**src/pgb_map.svh**
```systemverilog
// Register offsets, limits and raw-field biases for the pixel gain/offset balance block
`ifndef PGB_MAP_SVH
`define PGB_MAP_SVH

// Byte offsets; settings 0..7 at 0x00, raw view of the same at 0x20
`define PGB_SET_ABS_BASE 8'h00
`define PGB_SET_RAW_BASE 8'h20
`define PGB_MODE_ADDR 8'h40
`define PGB_MULT_BASE 8'h50

// Setting indexes
`define PGB_IDX_GAIN 3'h0
`define PGB_IDX_LR_GAIN 3'h1
`define PGB_IDX_LOE_GAIN 3'h2
`define PGB_IDX_ROE_GAIN 3'h3
`define PGB_IDX_OFFS 3'h4
`define PGB_IDX_LR_OFFS 3'h5
`define PGB_IDX_LOE_OFFS 3'h6
`define PGB_IDX_ROE_OFFS 3'h7

// Gains in 0.01 dB, offsets in 0.5 DN
`define PGB_GAIN_MIN -16'sh012C
`define PGB_GAIN_MAX 16'sh07D0
`define PGB_GBAL_MAX 16'sh0064
`define PGB_OFFS_MAX8 16'sh0190
`define PGB_OFFS_MAX10 16'sh0640
`define PGB_OBAL_MAX8 16'sh0028
`define PGB_OBAL_MAX10 16'sh00A0

// Mode register: bit 0 selects 10-bit output
`define PGB_MODE_10BIT_BIT 0
`define PGB_MODE_RESET 1'h0

// Output code ceilings
`define PGB_MAX8 10'h0FF
`define PGB_MAX10 10'h3FF

// log2(10)/20 per 0.01 dB in Q24; Q16 drifted a third of a percent at top gain
`define PGB_LOG2_K 16'h6CDA
// Fraction bits of the gain multiplier
`define PGB_MULT_FRAC 12

`endif

```
**src/pgb_pkg.sv**
```systemverilog
// Types shared by the pixel gain/offset balance block
package pgb_pkg;

  typedef logic signed [15:0] pgb_set_t;

  typedef logic [16:0] pgb_mult_t;

  typedef struct packed {
    logic vld;
    logic right;
    logic odd;
    logic [9:0] data;
  } pgb_pix_t;

  typedef struct packed {
    logic vld;
    logic [9:0] data;
  } pgb_out_t;

  typedef struct packed {
    logic [7:0] addr;
    logic [31:0] wdata;
    logic wr;
    logic rd;
  } pgb_bus_t;

endpackage

```
**src/pgb_db_mult.sv**
```systemverilog
// Converts a gain in 0.01 dB to a linear multiplier, Q12
`timescale 1ns/100ps
`include "pgb_map.svh"
module pgb_db_mult (
  // Gain in 0.01 dB
  input wire pgb_pkg::pgb_set_t db,
  // Linear multiplier, 10^(dB/20)
  output logic [16:0] mult
);
  import pgb_pkg::*;

  // 2^(i/16) in Q12, one extra point for interpolation
  function automatic logic [13:0] exp2_tab(input logic [4:0] i);
    logic [13:0] t;
    t = 14'h1000;
    case (i)
      5'h00: t = 14'h1000;
      5'h01: t = 14'h10B5;
      5'h02: t = 14'h1173;
      5'h03: t = 14'h1238;
      5'h04: t = 14'h1306;
      5'h05: t = 14'h13DF;
      5'h06: t = 14'h14C0;
      5'h07: t = 14'h15AB;
      5'h08: t = 14'h16A1;
      5'h09: t = 14'h17A1;
      5'h0A: t = 14'h18AD;
      5'h0B: t = 14'h19C5;
      5'h0C: t = 14'h1AE9;
      5'h0D: t = 14'h1C1A;
      5'h0E: t = 14'h1D58;
      5'h0F: t = 14'h1EA5;
      default: t = 14'h2000;
    endcase
    return t;
  endfunction

  logic signed [27:0] log2_q24;
  logic signed [8:0] expo;
  logic [3:0] seg;
  logic [11:0] frac;
  logic [13:0] lo;
  logic [13:0] hi;
  logic [25:0] step;
  logic [13:0] mant;

  // Multiplier = 2^(dB * log2(10) / 20)
  assign log2_q24 = 28'(db * $signed({1'b0, `PGB_LOG2_K}));
  assign expo = {{5{log2_q24[27]}}, log2_q24[27:24]};
  assign seg = log2_q24[23:20];
  assign frac = log2_q24[19:8];
  assign lo = exp2_tab({1'b0, seg});
  assign hi = exp2_tab(5'({1'b0, seg} + 5'h01));
  // Linear interpolation keeps error near 0.01 dB without a large table
  assign step = 26'((hi - lo) * frac);
  assign mant = 14'(lo + 14'(step >> `PGB_MULT_FRAC));

  // Gain range -5..+22 dB keeps the exponent within -1..3
  always_comb begin
    if (expo[8]) begin
      mult = 17'(mant >> 1);
    end else begin
      mult = 17'({3'h0, mant} << expo[1:0]);
    end
  end

endmodule

```
**src/pgb_core.sv**
```systemverilog
// Pixel gain, offset and four-channel balance correction with register port
//
// Design decisions made here: the address map and the address-and-strobe port.
`timescale 1ns/100ps
`include "pgb_map.svh"
module pgb_core (
  // Clock and reset
  input wire logic clk,
  input wire logic rst,
  // Register port
  input wire logic [7:0] reg_addr,
  input wire logic [31:0] reg_wdata,
  input wire logic reg_wr,
  input wire logic reg_rd,
  output logic [31:0] reg_rdata,
  // Pixel stream in
  input wire pgb_pkg::pgb_pix_t pix_in,
  // Corrected pixel stream out
  output pgb_pkg::pgb_out_t pix_out,
  // Output width select, for the downstream formatter
  output logic mode_10bit
);
  import pgb_pkg::*;

  ////////////////////////////////////////////////////////////////////////////
  // Helpers

  // Upper bound of a setting in its own unit
  function automatic pgb_set_t set_max(input logic [2:0] idx, input logic m10);
    pgb_set_t v;
    v = `PGB_GBAL_MAX;
    case (idx)
      `PGB_IDX_GAIN: v = `PGB_GAIN_MAX;
      `PGB_IDX_LR_GAIN, `PGB_IDX_LOE_GAIN, `PGB_IDX_ROE_GAIN: v = `PGB_GBAL_MAX;
      `PGB_IDX_OFFS: v = m10 ? `PGB_OFFS_MAX10 : `PGB_OFFS_MAX8;
      default: v = m10 ? `PGB_OBAL_MAX10 : `PGB_OBAL_MAX8;
    endcase
    return v;
  endfunction

  // Lower bound; only the global gain is not symmetric
  function automatic pgb_set_t set_min(input logic [2:0] idx, input logic m10);
    pgb_set_t v;
    v = -set_max(idx, m10);
    if (idx == `PGB_IDX_GAIN) begin
      v = `PGB_GAIN_MIN;
    end
    return v;
  endfunction

  function automatic pgb_set_t clamp_set(input logic signed [17:0] v, input logic [2:0] idx,
                                         input logic m10);
    pgb_set_t lo;
    pgb_set_t hi;
    pgb_set_t r;
    lo = set_min(idx, m10);
    hi = set_max(idx, m10);
    r = v[15:0];
    if (v < 18'(lo)) begin
      r = lo;
    end else if (v > 18'(hi)) begin
      r = hi;
    end
    return r;
  endfunction

  // Global value plus left/right trim plus the side's odd/even trim
  function automatic pgb_set_t chan_sum(input pgb_set_t glob, input pgb_set_t lr,
                                        input pgb_set_t loe, input pgb_set_t roe,
                                        input logic right, input logic odd);
    pgb_set_t side_t;
    pgb_set_t oe_t;
    side_t = right ? -lr : lr;
    if (right) begin
      oe_t = odd ? roe : -roe;
    end else begin
      oe_t = odd ? loe : -loe;
    end
    return 16'(glob + side_t + oe_t);
  endfunction

  // Address decodes; the setting and mode ones are shared by the write and read paths
  function automatic logic is_set_addr(input logic [7:0] a);
    return (a[7:6] == 2'h0) && (a[1:0] == 2'h0);
  endfunction

  function automatic logic is_mode_addr(input logic [7:0] a);
    return a == `PGB_MODE_ADDR;
  endfunction

  // Multiplier readback window, four words
  function automatic logic is_mult_addr(input logic [7:0] a);
    return (a[7:4] == 4'(`PGB_MULT_BASE >> 4)) && (a[1:0] == 2'h0);
  endfunction

  ////////////////////////////////////////////////////////////////////////////
  // Registers

  pgb_set_t set_reg [8];
  logic mode_reg;
  logic [31:0] rdata_reg;
  logic [2:0] wr_idx;
  logic wr_raw;
  logic wr_set;
  logic signed [17:0] wr_value;

  assign wr_idx = reg_addr[4:2];
  assign wr_raw = reg_addr[5];
  assign wr_set = reg_wr && is_set_addr(reg_addr);

  // Raw field is the unsigned count of steps above the setting's minimum
  always_comb begin
    if (wr_raw) begin
      wr_value = 18'($signed({2'h0, reg_wdata[15:0]}) + 18'(set_min(wr_idx, mode_reg)));
    end else begin
      wr_value = 18'($signed(reg_wdata[15:0]));
    end
  end

  // Out-of-range writes clamp rather than fault
  always_ff @(posedge clk) begin
    if (rst) begin
      for (int i = 0; i < 8; i++) begin
        set_reg[i] <= 16'sh0000;
      end
    end else if (wr_set) begin
      set_reg[wr_idx] <= clamp_set(wr_value, wr_idx, mode_reg);
    end
  end

  // Stored settings are not re-clamped when the width changes
  always_ff @(posedge clk) begin
    if (rst) begin
      mode_reg <= `PGB_MODE_RESET;
    end else if (reg_wr && is_mode_addr(reg_addr)) begin
      mode_reg <= reg_wdata[`PGB_MODE_10BIT_BIT];
    end
  end

  assign mode_10bit = mode_reg;

  ////////////////////////////////////////////////////////////////////////////
  // Per-channel multipliers

  // One converter shared round-robin; a new gain lands within four cycles
  logic [1:0] conv_sel_reg;
  pgb_set_t conv_db;
  logic [16:0] conv_mult;
  logic [16:0] mult_reg [4];

  assign conv_db = chan_sum(set_reg[`PGB_IDX_GAIN], set_reg[`PGB_IDX_LR_GAIN],
                            set_reg[`PGB_IDX_LOE_GAIN], set_reg[`PGB_IDX_ROE_GAIN],
                            conv_sel_reg[1], conv_sel_reg[0]);

  pgb_db_mult u_db_mult (
    .db(conv_db),
    .mult(conv_mult)
  );

  // Free-running, so no write has to trigger a refresh
  always_ff @(posedge clk) begin
    if (rst) begin
      conv_sel_reg <= 2'h0;
    end else begin
      conv_sel_reg <= 2'(conv_sel_reg + 2'h1);
    end
  end

  // Unity gain until the converter has made its first pass
  always_ff @(posedge clk) begin
    if (rst) begin
      for (int i = 0; i < 4; i++) begin
        mult_reg[i] <= 17'h0_1000;
      end
    end else begin
      mult_reg[conv_sel_reg] <= conv_mult;
    end
  end

  ////////////////////////////////////////////////////////////////////////////
  // Register reads

  logic [31:0] rdata_next;

  // Unmapped addresses read as zero
  always_comb begin
    rdata_next = 32'h0000_0000;
    if (is_set_addr(reg_addr)) begin
      if (wr_raw) begin
        rdata_next = {16'h0000, 16'(set_reg[wr_idx] - set_min(wr_idx, mode_reg))};
      end else begin
        rdata_next = {{16{set_reg[wr_idx][15]}}, set_reg[wr_idx]};
      end
    end else if (is_mode_addr(reg_addr)) begin
      rdata_next = {31'h0000_0000, mode_reg};
    end else if (is_mult_addr(reg_addr)) begin
      rdata_next = {15'h0000, mult_reg[reg_addr[3:2]]};
    end
  end

  // Read data stand until the next read strobe
  always_ff @(posedge clk) begin
    if (rst) begin
      rdata_reg <= 32'h0000_0000;
    end else if (reg_rd) begin
      rdata_reg <= rdata_next;
    end
  end

  assign reg_rdata = rdata_reg;

  ////////////////////////////////////////////////////////////////////////////
  // Pixel pipeline, stage 1: gain multiply and offset select

  logic [26:0] prod_reg;
  logic signed [15:0] offs_reg;
  logic vld1_reg;
  logic [9:0] in_data;

  // In 8-bit mode only the low byte of the sample is meaningful
  assign in_data = mode_reg ? pix_in.data : {2'h0, pix_in.data[7:0]};

  // No back-pressure: every valid pixel leaves two cycles later
  always_ff @(posedge clk) begin
    if (rst) begin
      vld1_reg <= 1'b0;
    end else begin
      vld1_reg <= pix_in.vld;
    end
  end

  // Data path only moves with a valid pixel, saving toggles
  always_ff @(posedge clk) begin
    if (rst) begin
      prod_reg <= 27'h000_0000;
      offs_reg <= 16'sh0000;
    end else if (pix_in.vld) begin
      prod_reg <= 27'(in_data * mult_reg[{pix_in.right, pix_in.odd}]);
      offs_reg <= chan_sum(set_reg[`PGB_IDX_OFFS], set_reg[`PGB_IDX_LR_OFFS],
                           set_reg[`PGB_IDX_LOE_OFFS], set_reg[`PGB_IDX_ROE_OFFS],
                           pix_in.right, pix_in.odd);
    end
  end

  ////////////////////////////////////////////////////////////////////////////
  // Stage 2: add offset, round, saturate

  logic signed [19:0] acc_half;
  logic signed [19:0] acc_dn;
  logic [9:0] out_max;
  logic [9:0] sat_val;

  // Product kept in half-DN so the 0.5 DN offset step is not lost
  assign acc_half = 20'($signed({4'h0, prod_reg[26:(`PGB_MULT_FRAC - 1)]})) + 20'(offs_reg);
  assign acc_dn = (acc_half + 20'sh0_0001) >>> 1;
  assign out_max = mode_reg ? `PGB_MAX10 : `PGB_MAX8;

  always_comb begin
    if (acc_dn < 20'sh0_0000) begin
      sat_val = 10'h000;
    end else if (acc_dn > 20'($signed({10'h000, out_max}))) begin
      sat_val = out_max;
    end else begin
      sat_val = acc_dn[9:0];
    end
  end

  pgb_out_t out_reg;

  // Data hold between pixels; only the valid bit pulses
  always_ff @(posedge clk) begin
    if (rst) begin
      out_reg <= '0;
    end else begin
      out_reg.vld <= vld1_reg;
      if (vld1_reg) begin
        out_reg.data <= sat_val;
      end
    end
  end

  assign pix_out = out_reg;

endmodule

```
**config.mk**
```make
export PLATFORM = sky130hd
export DESIGN_NAME = pgb_core
export DESIGN_NICKNAME = d
export VERILOG_FILES = /design/src/pgb_pkg.sv /design/src/pgb_db_mult.sv /design/src/pgb_core.sv
export VERILOG_INCLUDE_DIRS = /design/src /design/src/src
export SDC_FILE = /design/constraint.sdc
export NUM_CORES = 2
export LEC_CHECK = 0
export ABC_CLOCK_PERIOD_IN_PS = 35100
export BUFFER_PORTS_ARGS = -buffer_cell sky130_fd_sc_hd__buf_2
export CAP_MARGIN = 25
export CORE_MARGIN = 1
export CORE_UTILIZATION = 65
export CTS_BUF_LIST = sky130_fd_sc_hd__clkbuf_8 sky130_fd_sc_hd__clkbuf_16
export DETAILED_ROUTE_END_ITERATION = 16
export PLACE_DENSITY = 0.93
export SLEW_MARGIN = 10
export SYNTH_ARGS = -nofsm -noshare
export SYNTH_HDL_FRONTEND = slang
export SYNTH_SLANG_ARGS = --single-unit
```
**constraint.sdc**
```tcl
create_clock -name clk -period 35.1 [get_ports clk]
set_input_delay 3.51 -clock clk [delete_from_list [all_inputs] [get_ports clk]]
set_output_delay 3.51 -clock clk [all_outputs]
set_load 0.02 [all_outputs]
```
==> results.ini <==
[floorplanning]
row_count=86
die_w_um=240
initial_core_util_pct=66.2
die-area_um2=57400
coreArea_um2=55400
die_y_um=240
ios=101

[timing]
setup_violations=0
tightest_slew_ns=1.05
clock_skew_ns=0.0176
min_period_ns=23.32
finalCritPeriodShare_pct=66.5
max_slew_margin_pct=29.3
rsz0062_at_grt=no
setup_tns_ns=0
hold_viol_final=0
max_freq_mhz=42.9
final_max_slew_viol_count=0

[finish]
largest_reg_flops=128
drive_above_1_share_pct=7.58
final_util_pct=69.9
area_growth_pct=5.51
nNetsFinal=4829

[clocking]
cts_buffers=29
htreeDepth=1
cts.hold.buffers_added=0
clockBufferDepth=3
cts.clk_slew.worst_paths_ns=0.07
clockRootBuffer=clkbuf_16
cts_tree=done
clkLatencyLatePin_ns=0.57
clkSinkCount=261
cts-resized-gates=0
post_cts_buffers=0

[logic_synthesis]
ys.flop_type=edfxtp_1
synthCells=4020
yosysTopAreaCellShare_pct=22.5
avgSynthCellArea_um2=9.13
synth_edf_count=196
yosysUniqueCellTypes=92
ys_ff_latch=261
synthTopCellsByArea=fa_1 (22%), edfxtp_1 (16%), ha_1 (11%)
yosys.area.top_type=fa_1
seq_area_frac_synth_pct=19.6
synth_area_um2=36700
yosysWarningCount=0
async_flop_share_pct=0

[setup_path]
path_class=reg -> reg
reg2reg_from=set_reg[2][2]
crit_fanout=22
slowest_stage=ha_1
required_ns=35.41
critPathMaxStageDelay_ns=0.67
cp_common_cell=fa_1
end_kind=flip-flop
cp-start-kind=flip-flop
critPathArrivalTime_ns=23.64
crit_start=set_reg[2][2]

[min_path]
worstHoldPathType=reg -> reg
min_from=offs_reg[2]

[routing]
routed_via_density=6.62
drc=0
wl_per_cell_um=22.8
drt_iter0_drc=4251
detail-route-antenna-nets=0
wirelength_mm=110
num_vias=31792
dr.pass1.iters=13

[grt]
grt_pass1_vias=32451
grt_pass1_wl_mm=171
grtUsageTotal_pct=38.7
grt_overflow=0
grt_max_degree=89
antenna_found_initial=6

[place]
gp_congestion=1.02
io_buffers=84
dp_hpwl_mm=82.9

[run]
cap_viol_max_count=0

[status]
status=completed

[layout by cell type, fill, tap and decap left out, drive strengths merged, types with 65 or more instances in the layout]
cell type,instances
mux4,66
o21ai,117
a21oi,164
fa,412
ha,334
edfxtp,196
inv,606
buf,125
mux2i,65
nor2,397
nor3,117
xnor2,138
nand2,395
and2,90
dfxtp,65
[Yosys cell counts (29+ instances only)]
master,number
a21o_1,62
clkbuf_1,126
nand2b_1,42
nor2_1,396
inv_1,598
nand2_1,395
mux2i_1,65
a21oi_1,164
or3_1,33
nand3_1,55
ha_1,334
o21ai_0,113
fa_1,412
and2_1,88
nor3_1,117
and3_1,37
nor2b_1,30
mux2_2,29
xor2_1,49
mux4_2,66
xnor2_1,136
edfxtp_1,196
dfxtp_1,65
[layer usage]
metal | vias up | track usage (%) | wire [um]
li1 | 13508 | - | -
met1 | 15043 | 44.0 | 35900
met2 | 2486 | 60.8 | 49600
met3 | 753 | 12.1 | 14300
met4 | 2 | 30.1 | 9910
met5 | - | 0 | 7
[worst max-delay path: cells and delay by family (launching register included)]
kind | cells | cell delay [ns]
adder cells (fa/ha/maj) | 18 | 8.40
AO/OA/AOI/OAI | 28 | 7.58
AND/OR/NAND/NOR | 17 | 2.87
XOR/XNOR | 5 | 1.92
buffers and inverters | 9 | 1.33
flip-flops | 1 | 0.49
multiplexers | 1 | 0.39
[worst paths after layout]
kind | to | slack, ns | cells past startpoint
worst max-delay path | mult_reg[1][12] | 11.78 | 78
worst min-delay path | offs_reg[2] | 0.50 | 2
worst max register to register | mult_reg[1][12] | 11.78 | 78
worst min register to register | offs_reg[2] | 0.50 | 2
[final cells by class]
type | count | area, um2
tap | 748 | 936
sequential | 261 | 7190
clock buffer | 29 | 726
multi-input combinational | 3005 | 26600
clock inverter | 24 | 206
fill | 3680 | 16700
timing repair buffer | 127 | 746
inverter | 602 | 2260
antenna | 8 | 20.0
[per-stage QoR]
stage / hold slack (ns) / instances / instance area [um2] / worst slack [ns]
floorplan: 0.459 / 4035 / 36700 / 15.42
global placement: 0.459 / 4732 / 37700 / 12.57
detailed placement: 0.483 / 4735 / 37700 / 11.99
CTS: 0.495 / 4788 / 38600 / 11.80
global route: 0.523 / 4800 / 38700 / 10.74
finish: 0.500 / 4804 / 38700 / 11.78
[cells by family after synthesis]
family	Yosys count	synth area share, %
buf+inv	769	8.04
mux	160	6.72
fa+ha+maj	746	33.9
simple gates	1286	16.3
other cells	2	0.0205
compound gates	607	10.9
flops	261	19.6
xor+xnor	189	4.64
Power is left out: the tool's default activity adds up to more than one toggle a clock period on the data nets, which glitch-free logic cannot reach.
